--- src/asr_cfg.svh ---
// timing constants and pin-level defaults for the static memory controller
// How it works
// memory selected only with chip_sel_n low and chip_sel_hi high
// memory deselects itself when both byte-lane enables are high
// write happens while strobe, select and a lane enable all overlap
// write data valid 25 ns before the ending edge, held after it
// address stable 40 ns before write end, changes only after that edge
// address valid no later than the start of the write
// lane enables, strobe and select each low at least 40 ns
// strobe low time at least data setup plus write turnoff
// controller drives no data for 20 ns after strobe falls
// read data valid 55 ns after address stable
// old read data held 10 ns after address change
// data valid 25 ns after output enable, 55 ns after select
// data valid within 55 ns of select active
// lane data valid within 55 ns of lane enable low
// write strobe held high through the whole read
// memory data pins high impedance while output enable is high
// select dropping with strobe high leaves outputs high impedance
// address valid before or with select and lane enables going low
// low byte stored with lower enable low, high byte with upper
// read drives only lanes whose enable is low
// minimum delays round up to whole cycles; sample after longest access
`ifndef ASR_CFG_SVH
`define ASR_CFG_SVH
`define ASR_CLK_PERIOD_NS 4
`define ASR_WRITE_DATA_SETUP_NS 25
`define ASR_WRITE_TURNOFF_TIME_NS 20
`define ASR_ADDRESS_TO_WRITE_END_NS 40
`define ASR_LANE_ENABLE_TO_WRITE_END_NS 40
`define ASR_ADDRESS_ACCESS_TIME_NS 55
`define ASR_SELECT_ACCESS_TIME_NS 55
`define ASR_LANE_ENABLE_ACCESS_NS 55
`define ASR_OUTPUT_ENABLE_ACCESS_NS 25
`define ASR_ADDRESS_CHANGE_HOLD_NS 10
`define ASR_CYC(ns) (((ns) + `ASR_CLK_PERIOD_NS - 1) / `ASR_CLK_PERIOD_NS)
`define ASR_TURNOFF_CYC `ASR_CYC(`ASR_WRITE_TURNOFF_TIME_NS)
`define ASR_SETUP_CYC `ASR_CYC(`ASR_WRITE_DATA_SETUP_NS)
`define ASR_WR_LOW_CYC `ASR_CYC(`ASR_ADDRESS_TO_WRITE_END_NS)
`define ASR_RD_CYC `ASR_CYC(`ASR_ADDRESS_ACCESS_TIME_NS)
`define ASR_ADDR_W 21
`define ASR_DATA_W 16
`endif

--- src/asr_pkg.sv ---
// types for the static memory controller
package asr_pkg;
    typedef enum logic [2:0] {
        ST_IDLE,
        ST_WR_TURNOFF,
        ST_WR_DATA,
        ST_WR_END,
        ST_RD_WAIT,
        ST_RD_END
    } asr_state_type;
endpackage

--- src/asr_timer.sv ---
// cycle down-counter used for pin timing
`timescale 1ns/1ps
module asr_timer #(
    parameter int WIDTH = 8
) (
    // clock and reset
    input wire logic clk_in,
    input wire logic resetn_in,
    input wire logic ce_in,
    // control
    input wire logic load_in,
    input wire logic [WIDTH-1:0] count_in,
    // status
    output logic done_out
);
    logic [WIDTH-1:0] count_reg;

    always_ff @(posedge clk_in or negedge resetn_in) begin
        if (!resetn_in) begin
            count_reg <= '0;
        end else if (ce_in) begin
            if (load_in) begin
                count_reg <= count_in;
            end else if (count_reg != '0) begin
                count_reg <= count_reg - 1'b1;
            end
        end
    end

    assign done_out = (count_reg == '0);
endmodule

--- src/asr_ctrl.sv ---
// clocked controller driving an asynchronous 2M x 16 static memory
`timescale 1ns/1ps
`include "asr_cfg.svh"
module asr_ctrl #(
    parameter int AW = `ASR_ADDR_W,
    parameter int DW = `ASR_DATA_W
) (
    // clock and reset
    input wire logic clk_in,
    input wire logic resetn_in,
    input wire logic ce_in,
    // request
    input wire logic req_valid_in,
    input wire logic req_write_in,
    input wire logic [AW-1:0] req_addr_in,
    input wire logic [DW-1:0] req_wdata_in,
    input wire logic [1:0] req_lane_in,
    output logic req_ready_out,
    // answer
    output logic rsp_valid_out,
    output logic [DW-1:0] rsp_rdata_out,
    // memory pins
    output logic [AW-1:0] addr_out,
    output logic chip_sel_n_out,
    output logic chip_sel_hi_out,
    output logic write_strobe_n_out,
    output logic output_en_n_out,
    output logic lower_byte_en_n_out,
    output logic upper_byte_en_n_out,
    output logic [DW-1:0] data_out,
    output logic data_oe_out,
    input wire logic [DW-1:0] data_in
);
    localparam logic [7:0] TURNOFF_CYC = 8'(`ASR_TURNOFF_CYC);
    localparam logic [7:0] SETUP_CYC = 8'(`ASR_SETUP_CYC);
    localparam logic [7:0] RD_CYC = 8'(`ASR_RD_CYC);
    localparam int WR_LOW_MIN = `ASR_WR_LOW_CYC;

    asr_pkg::asr_state_type state_reg;
    logic load;
    logic [7:0] load_val;
    logic done;
    logic [DW-1:0] wdata_reg;
    logic [1:0] lane_reg;
    logic take;

    // a request is taken only once the previous ready pulse has gone
    assign take = (state_reg == asr_pkg::ST_IDLE) && req_valid_in && !req_ready_out;

    // ==========================================
    // cycle timer
    asr_timer #(.WIDTH(8)) u_timer (
        .clk_in(clk_in),
        .resetn_in(resetn_in),
        .ce_in(ce_in),
        .load_in(load),
        .count_in(load_val),
        .done_out(done)
    );

    // ==========================================
    // sequencing
    always_comb begin
        load = 1'b0;
        load_val = 8'h00;
        case (state_reg)
            asr_pkg::ST_IDLE: begin
                if (take) begin
                    load = 1'b1;
                    load_val = req_write_in ? TURNOFF_CYC - 8'h01 : RD_CYC;
                end
            end
            asr_pkg::ST_WR_TURNOFF: begin
                if (done) begin
                    load = 1'b1;
                    load_val = SETUP_CYC - 8'h01;
                end
            end
            default: begin
            end
        endcase
    end

    always_ff @(posedge clk_in or negedge resetn_in) begin
        if (!resetn_in) begin
            state_reg <= asr_pkg::ST_IDLE;
        end else if (ce_in) begin
            case (state_reg)
                asr_pkg::ST_IDLE: begin
                    if (take) begin
                        state_reg <= req_write_in ? asr_pkg::ST_WR_TURNOFF : asr_pkg::ST_RD_WAIT;
                    end
                end
                asr_pkg::ST_WR_TURNOFF: begin
                    if (done) begin
                        state_reg <= asr_pkg::ST_WR_DATA;
                    end
                end
                asr_pkg::ST_WR_DATA: begin
                    if (done) begin
                        state_reg <= asr_pkg::ST_WR_END;
                    end
                end
                asr_pkg::ST_WR_END: state_reg <= asr_pkg::ST_IDLE;
                asr_pkg::ST_RD_WAIT: begin
                    if (done) begin
                        state_reg <= asr_pkg::ST_RD_END;
                    end
                end
                asr_pkg::ST_RD_END: state_reg <= asr_pkg::ST_IDLE;
                default: state_reg <= asr_pkg::ST_IDLE;
            endcase
        end
    end

    // ==========================================
    // address, select and lane pins
    always_ff @(posedge clk_in or negedge resetn_in) begin
        if (!resetn_in) begin
            addr_out <= '0;
            chip_sel_n_out <= 1'b1;
            chip_sel_hi_out <= 1'b0;
            lower_byte_en_n_out <= 1'b1;
            upper_byte_en_n_out <= 1'b1;
            lane_reg <= 2'h0;
            wdata_reg <= '0;
        end else if (ce_in) begin
            if (take) begin
                addr_out <= req_addr_in;
                chip_sel_n_out <= 1'b0;
                chip_sel_hi_out <= 1'b1;
                lower_byte_en_n_out <= ~req_lane_in[0];
                upper_byte_en_n_out <= ~req_lane_in[1];
                lane_reg <= req_lane_in;
                wdata_reg <= req_wdata_in;
            end else if (state_reg == asr_pkg::ST_WR_END || state_reg == asr_pkg::ST_RD_END) begin
                chip_sel_n_out <= 1'b1;
                chip_sel_hi_out <= 1'b0;
                lower_byte_en_n_out <= 1'b1;
                upper_byte_en_n_out <= 1'b1;
            end
        end
    end

    // ==========================================
    // strobe, output enable and data pins
    always_ff @(posedge clk_in or negedge resetn_in) begin
        if (!resetn_in) begin
            write_strobe_n_out <= 1'b1;
            output_en_n_out <= 1'b1;
            data_out <= '0;
            data_oe_out <= 1'b0;
        end else if (ce_in) begin
            case (state_reg)
                asr_pkg::ST_IDLE: begin
                    write_strobe_n_out <= !(take && req_write_in);
                    output_en_n_out <= !(take && !req_write_in);
                    data_oe_out <= 1'b0;
                end
                asr_pkg::ST_WR_TURNOFF: begin
                    if (done) begin
                        data_out <= wdata_reg;
                        data_oe_out <= 1'b1;
                    end
                end
                asr_pkg::ST_WR_DATA: begin
                    if (done) begin
                        write_strobe_n_out <= 1'b1;
                    end
                end
                asr_pkg::ST_WR_END: begin
                    data_oe_out <= 1'b0;
                end
                asr_pkg::ST_RD_WAIT: begin
                    if (done) begin
                        output_en_n_out <= 1'b1;
                    end
                end
                asr_pkg::ST_RD_END: begin
                    output_en_n_out <= 1'b1;
                end
                default: begin
                    write_strobe_n_out <= 1'b1;
                    output_en_n_out <= 1'b1;
                    data_oe_out <= 1'b0;
                end
            endcase
        end
    end

    // ==========================================
    // handshake and read capture
    always_ff @(posedge clk_in or negedge resetn_in) begin
        if (!resetn_in) begin
            req_ready_out <= 1'b0;
            rsp_valid_out <= 1'b0;
            rsp_rdata_out <= '0;
        end else if (ce_in) begin
            req_ready_out <= (state_reg == asr_pkg::ST_WR_END || state_reg == asr_pkg::ST_RD_END);
            rsp_valid_out <= 1'b0;
            if (state_reg == asr_pkg::ST_RD_WAIT && done) begin
                rsp_valid_out <= 1'b1;
                rsp_rdata_out <= data_in & {{(DW/2){lane_reg[1]}}, {(DW/2){lane_reg[0]}}};
            end
        end
    end

    // ==========================================
    // checks
    logic [7:0] wr_low_cnt_reg;
    always_ff @(posedge clk_in or negedge resetn_in) begin
        if (!resetn_in) begin
            wr_low_cnt_reg <= 8'h00;
        end else if (ce_in) begin
            wr_low_cnt_reg <= write_strobe_n_out ? 8'h00 : wr_low_cnt_reg + 8'h01;
        end
    end

    chk_strobe_width: assert property (@(posedge clk_in) disable iff (!resetn_in)
        $rose(write_strobe_n_out) |-> int'($past(wr_low_cnt_reg)) + 1 >= WR_LOW_MIN)
        else $error("write strobe low too short");
    chk_no_retake: assert property (@(posedge clk_in) disable iff (!resetn_in)
        req_ready_out |=> chip_sel_n_out)
        else $error("request taken again after ready");
    chk_no_early_drive: assert property (@(posedge clk_in) disable iff (!resetn_in)
        $fell(write_strobe_n_out) |-> !data_oe_out [*5])
        else $error("data driven during turnoff");
    chk_read_strobe_high: assert property (@(posedge clk_in) disable iff (!resetn_in)
        !output_en_n_out |-> write_strobe_n_out)
        else $error("strobe low during read");
    chk_addr_stable: assert property (@(posedge clk_in) disable iff (!resetn_in)
        !write_strobe_n_out |=> $stable(addr_out))
        else $error("address moved during write");
    chk_data_hold: assert property (@(posedge clk_in) disable iff (!resetn_in)
        $rose(write_strobe_n_out) |-> data_oe_out && $stable(data_out))
        else $error("write data not held at write end");
    chk_write_selected: assert property (@(posedge clk_in) disable iff (!resetn_in)
        !write_strobe_n_out |-> !chip_sel_n_out && chip_sel_hi_out)
        else $error("write without select");
    chk_read_sample: assert property (@(posedge clk_in) disable iff (!resetn_in)
        $fell(output_en_n_out) |-> ##15 rsp_valid_out)
        else $error("read sampled at wrong time");
    chk_lane_match: assert property (@(posedge clk_in) disable iff (!resetn_in)
        !write_strobe_n_out |-> !(lower_byte_en_n_out && upper_byte_en_n_out) || lane_reg == 2'h0)
        else $error("write lanes inconsistent");
endmodule

--- config.mk ---
export PLATFORM = sky130hd
export DESIGN_NAME = asr_ctrl
export DESIGN_NICKNAME = d
export VERILOG_FILES = /design/src/asr_pkg.sv /design/src/asr_timer.sv /design/src/asr_ctrl.sv
export VERILOG_INCLUDE_DIRS = /design/src /design/src/src
export SDC_FILE = /design/constraint.sdc
export NUM_CORES = 1
export LEC_CHECK = 0
export BUFFER_PORTS_ARGS = -buffer_cell sky130_fd_sc_hd__buf_2
export CORE_ASPECT_RATIO = 1.1
export CORE_MARGIN = 2
export CORE_UTILIZATION = 51
export DETAILED_ROUTE_END_ITERATION = 12
export MAX_ROUTING_LAYER = met4
export PLACE_DENSITY_LB_ADDON = 0.08
export SYNTH_ARGS = -nofsm -noshare
export SYNTH_HDL_FRONTEND = slang
export SYNTH_HIERARCHICAL = 1
export SYNTH_SLANG_ARGS = --single-unit
--- constraint.sdc ---
create_clock -name clk_in -period 3.02 [get_ports clk_in]
set_input_delay 0.151 -clock clk_in [delete_from_list [all_inputs] [get_ports clk_in]]
set_output_delay 0.151 -clock clk_in [all_outputs]
set_load 0.02 [all_outputs]
After elaboration in Yosys (flattened, before gate mapping)
Cells that the tools add are included.
{"block": "totals", "regBits": 91, "in_bits": 60, "out_inout_bits": 62, "wordCells": 85}
{"block": "classes", "n_addsub": 1, "eq_ne": 9, "n_mux": 26, "n_bitwise": 6, "n_reduce_logical": 27}
{"cell": "two-way mux 3 bit", "count": 6}
{"cell": "AND 16 bit", "count": 1}
{"cell": "two-way mux 8 bit", "count": 2}
{"cell": "case mux 8 bit (2 select lines)", "count": 1}
{"cell": "case mux 3 bit (4 select lines)", "count": 1}
{"cell": "AND reduction 3 bit", "count": 4}
{"cell": "two-way mux 1 bit", "count": 10}
{"cell": "zero test 8 bit", "count": 1}
{"cell": "two-way mux 4 bit", "count": 2}
{"cell": "inequality test 2 bit (second input constant)", "count": 4}
{"cell": "AND reduction 2 bit", "count": 4}
{"cell": "nonzero test 8 bit", "count": 1}
{"cell": "subtractor 8 x 1 -> 8 bit (second input constant)", "count": 1}
{"cell": "== test 3 x 2 -> 1 bit (second input constant)", "count": 2}
{"cell": "== test 3 bit (second input constant)", "count": 2}
{"cell": "case mux 1 bit (3 select lines)", "count": 2}
{"cell": "OR reduction 3 bit", "count": 2}
{"cell": "logical AND 1 bit", "count": 5}
{"cell": "NOT 1 bit", "count": 5}
{"cell": "AND reduction 5 bit", "count": 1}
{"cell": "zero test 1 bit", "count": 4}
{"cell": "case mux 1 bit (2 select lines)", "count": 2}
{"cell": "nonzero test 2 bit", "count": 2}
{"cell": "OR reduction 4 bit", "count": 1}
{"cell": "other kinds (3)", "count": 3}

Depth between registers and ports, before layout
{"block": "logic_depth", "word_depth": 7, "ltp_mapped": 13, "ltp_nobuf": 9}

By module
The synthesis kept the hierarchy.
{"module": "asr_ctrl", "n_inst": 1, "cells_per_inst": 270, "area_per_inst_um2": 3415.8, "seq_area_each_um2": 2083.2}
{"module": "asr_timer", "n_inst": 1, "cells_per_inst": 60, "area_per_inst_um2": 521.8, "seq_area_each_um2": 200.2}

Worst setup path before layout
No wires, ideal clock.
{"block": "synth_timing", "path_type": "register to register", "startpoint": "register u_timer.count_reg[0]", "endpoint": "register u_timer.count_reg[7]", "setup_time_ns": 0.128, "t_arrival_ns": 2.582, "required_time_ns": 2.892, "path_slack_ns": 0.310, "stages_incl_launch_ff": 14, "n_path_buf": 4, "period_less_slack_ns": 2.710, "path_cell_list": "dfrtp_1 inv_1 ha_1 or3b_1 buf_2 nor2_1 clkbuf_1 a21oi_1 nor2_1 clkbuf_1 buf_2 a21oi_1 o21ai_0 nand3_1"}
{"block": "synth_via", "elab_chain_cells": 5, "word_cells_on_any_way": 9, "cone_classes": "add/sub: 1; mux: 4; reduce/logical: 4"}
{"item": "start, declared", "line_no": "asr_timer.sv:16", "source": "logic [WIDTH-1:0] count_reg;"}
{"item": "start signal, assigned", "line_no": "asr_timer.sv:23", "source": "count_reg <= count_in;"}
{"item": "start signal, assigned", "line_no": "asr_timer.sv:25", "source": "count_reg <= count_reg - 1'b1;"}
{"item": "zero test 8 bit (*)", "line_no": "asr_timer.sv:30", "source": "assign done_out = (count_reg == '0);"}
{"item": "via done", "line_no": "asr_ctrl.sv:42", "source": "logic done;"}
{"item": "two-way mux 1 bit (*)", "line_no": "asr_ctrl.sv:74", "source": "if (done) begin"}
{"item": "case mux 1 bit (2 select lines) (*)", "line_no": "asr_ctrl.sv:66", "source": "case (state_reg)"}
{"item": "via load", "line_no": "asr_ctrl.sv:40", "source": "logic load;"}
{"item": "nonzero test 2 bit (no source line)"}
{"item": "AND reduction 2 bit (no source line)"}
The timed path passes the listed nets; every way through them passes the cells marked *. The select of a mux whose other input is x is not followed.
A chain may end at the register's enable or synchronous reset.

Worst setup path after layout
{"block": "layout_timing", "startpoint": "register u_timer.count_reg[0]", "endpoint": "register data_out[5]"}
{"block": "layout_via", "elab_chain_cells": 2}
{"item": "zero test 8 bit", "line_no": "asr_timer.sv:30"}
{"item": "via done", "line_no": "asr_ctrl.sv:42"}
{"item": "AND reduction 3 bit (no source line)"}
{"item": "end signal, assigned", "line_no": "asr_ctrl.sv:162", "source": "data_out <= wdata_reg;"}
{"item": "end, declared", "line_no": "asr_ctrl.sv:30", "source": "output logic [DW-1:0] data_out,"}
The timed path passes the listed nets, and every way through them passes these cells.

==> impl_metrics.csv <==
group,metric,value,unit
timing,tightest_slew,0.623,ns
final_layout,n_antenna_cell,0,
final_layout,drive_gt1_share,45.2,%
critical_path,cp.required,3.26,ns
detailed_routing,via_per_inst,5.07,
final_layout,syn_to_final_growth,24.2,%
clock_tree,worst_skew_pair.late_latency,0.35,ns
die,initial_core_util,52.7,%
final_layout,top_register,"addr_out",
clock_tree,htreeDepth,3,
yosys,ys_seq_area_share,58.0,%
clock_tree,root_buffer,"clkbuf_8",
clock_tree,holdBufCountCts,3,
clock_tree,post-cts-setup-buffers,0,
timing,holdWs,0.0255,ns
timing,relSlewSlack,58.5,%
clock_tree,numCtsBuffers,9,
critical_path,worst_setup_path_end_kind,"register",
global_route,antenna_found_initial,0,
yosys,ys_warn_count,6,
detailed_routing,drc_errors,0,
die,row_count,33,
detailed_routing,drtIter0Drc,111,
yosys,netlist_instances,330,
yosys,ys_ff_latch,91,
power_and_ir_drop,power_density,893,nW/um^2
timing,hold_viol,0,
clock_tree,clk_pin_slew,0.09,ns
timing,fmax,381,MHz
timing,finalSetupTns,0,ns
detailed_routing,routedWlPerCell,13.9,um
die,die_w,87.8,um
detailed_routing,routed_wl,7.88,mm
clock_tree,clock-sinks,91,
min_path,min_path_type,"primary input to register",
critical_path,critPathArrivalTime,2.87,ns
detailed_routing,drt.antenna.violating_nets,0,
critical_path,worstPathMaxFanout,16,
critical_path,critPathLaunchType,"register",
clock_tree,cts_tree,"built",
global_route,grt_pass1_vias,2732,
placement,port_buffers,121,
yosys,synth_cell_types,47,
die,die_area,8440,sq um
die,coreArea,7470,sq um
clock_tree,clk_path_buf_depth,2,
placement,dp_hpwl,5.49,mm
die,die_h,96.2,um
timing,skew,0.00726,ns
yosys,ys_async_sr_fraction,100,%
critical_path,path_class,"register to register",
detailed_routing,firstDrtPassIters,4,
global_route,grt_overflow,0,
status,outcome,"complete, no violations",
global_route,grt_usage,19.8,%
clock_tree,cts_resized,0,
flow_run,max-cap-violations,0,
die,io_pins,122,
placement,routabilityCongestion,0.784,
global_route,grt_max_degree,50,
timing,rsz0062_at_grt,"false",
detailed_routing,num_vias,2872,
yosys,synth_ff_type,"dfrtp_1",
timing,fin_crit,2.63,ns
power_and_ir_drop,leakage,2.43,nW
yosys,syn_avg_cell_area,11.9,sq um
yosys,synth_area,3940,sq um
final_layout,final_nets,518,
final_layout,largest_reg_flops,21,
final_layout,fillerInstances,619,
timing,report.final.slew_viol_count,0,
yosys,synth_edf_count,0,
global_route,grt_pass1_wl,12.6,mm
power_and_ir_drop,ir_drop,0.000563,V
timing,post-route-period-util,86.9,%
timing,setup_viol,0,
## power by group
part | total [mW] | leakage [nW] | internal, mW | switching, mW
clock network | 0.835 | 0.0962 | 0.410 | 0.425
registers | 1.97 | 1.15 | 1.66 | 0.303
logic | 1.57 | 1.18 | 0.701 | 0.864
total | 4.37 | 2.43 | 2.77 | 1.59
## stage by stage
stage / cells / setup WS (ns) / instance area [sq um] / power, mW / util [%]
after floorplan: 334 / 0.310 / 3950 / 3.08 / -
after detailed placement: 547 / 0.404 / 4650 / 3.56 / 62.2
after global placement: 547 / 0.534 / 4650 / 3.51 / 62.2
after CTS: 566 / 0.401 / 4880 / 4.41 / 65.3
final: 567 / 0.395 / 4890 / 4.37 / 65.4
after global routing: 567 / 0.263 / 4890 / 4.66 / 65.4
## cells in the mapped netlist (all sizes together) (5+ instances only)
cell type	count	area, sq um
o21ai	31	155
clkbuf	11	41.3
dfrtp	86	2150
mux2	55	657
nor2	11	41.3
nor3	6	41.3
dfstp	5	131
nand3	6	30.0
buf	10	63.8
inv	10	37.5
nand2	41	154
a21oi	14	70.1
## final cells by class
class                   count  area (sq um)  share of cell area (%)
multi-input cells         212          1530                    31.2
flip-flops and latches     91          2280                    46.7
inverters                  10          37.5                   0.767
clock inverters             5          62.6                    1.28
well taps                 105           131                    2.69
clock buffers              11           141                    2.89
repair buffers            133           708                    14.5
## metal layers
metal  wire (um)  vias up  global-route usage, %
met5           0        -                      -
met4          93        0                   6.41
met3         420        9                   4.97
met2        3980       78                   32.3
met1        3390     1384                   24.2
li1            -     1401                      -
## layout by cell type (no fill, tap or decap), types with 9 or more instances in the layout
cell type and n:
dfrtp_1 86, mux2_4 10, a21oi_1 14, buf_2 120, o21ai_0 28, nand2_1 41
inv_1 10, nor2_1 11, mux2_2 45, clkbuf_8 10, buf_4 9
## kinds of logic after synthesis
family,Yosys count,synth area share (%)
xor+xnor,1,0.222
flops,91,58.0
mux,57,17.2
fa+ha+maj,1,0.318
buf+inv,31,3.62
compound gates,61,9.50
simple gates,87,11.1
other cells,1,0.0952
## worst paths after layout
| kind | start | to | slack [ns] | cells after the start |
|---|---|---|---|---|
| hold reg to reg | output_en_n_out$_DFFE_PN1P_ | output_en_n_out$_DFFE_PN1P_ | 0.48 | 2 |
| setup / recovery | u_timer/count_reg[0]$_DFFE_PN0P_ | data_out[5]$_DFFE_PN0P_ | 0.39 | 9 |
| min in group asynchronous | resetn_in | u_timer/count_reg[4]$_DFFE_PN0P_ | 0.36 | 2 |
| setup reg to reg | u_timer/count_reg[0]$_DFFE_PN0P_ | data_out[5]$_DFFE_PN0P_ | 0.39 | 9 |
| hold / removal | req_addr_in[6] | addr_out[6]$_DFFE_PN0P_ | 0.03 | 2 |
| max in group asynchronous | resetn_in | chip_sel_n_out$_DFFE_PN1P_ | 1.85 | 3 |
## worst max-delay path, stage by stage (launching register included)
cell	delay, ns
dfrtp_1	0.42
inv_1	0.10
ha_1	0.17
or3b_1	0.48
nor2_1	0.24
buf_4	0.19
nand2_1	0.11
nor3_4	0.13
buf_4	0.30
mux2_2	0.38
Power figures use the tool's default switching activity.
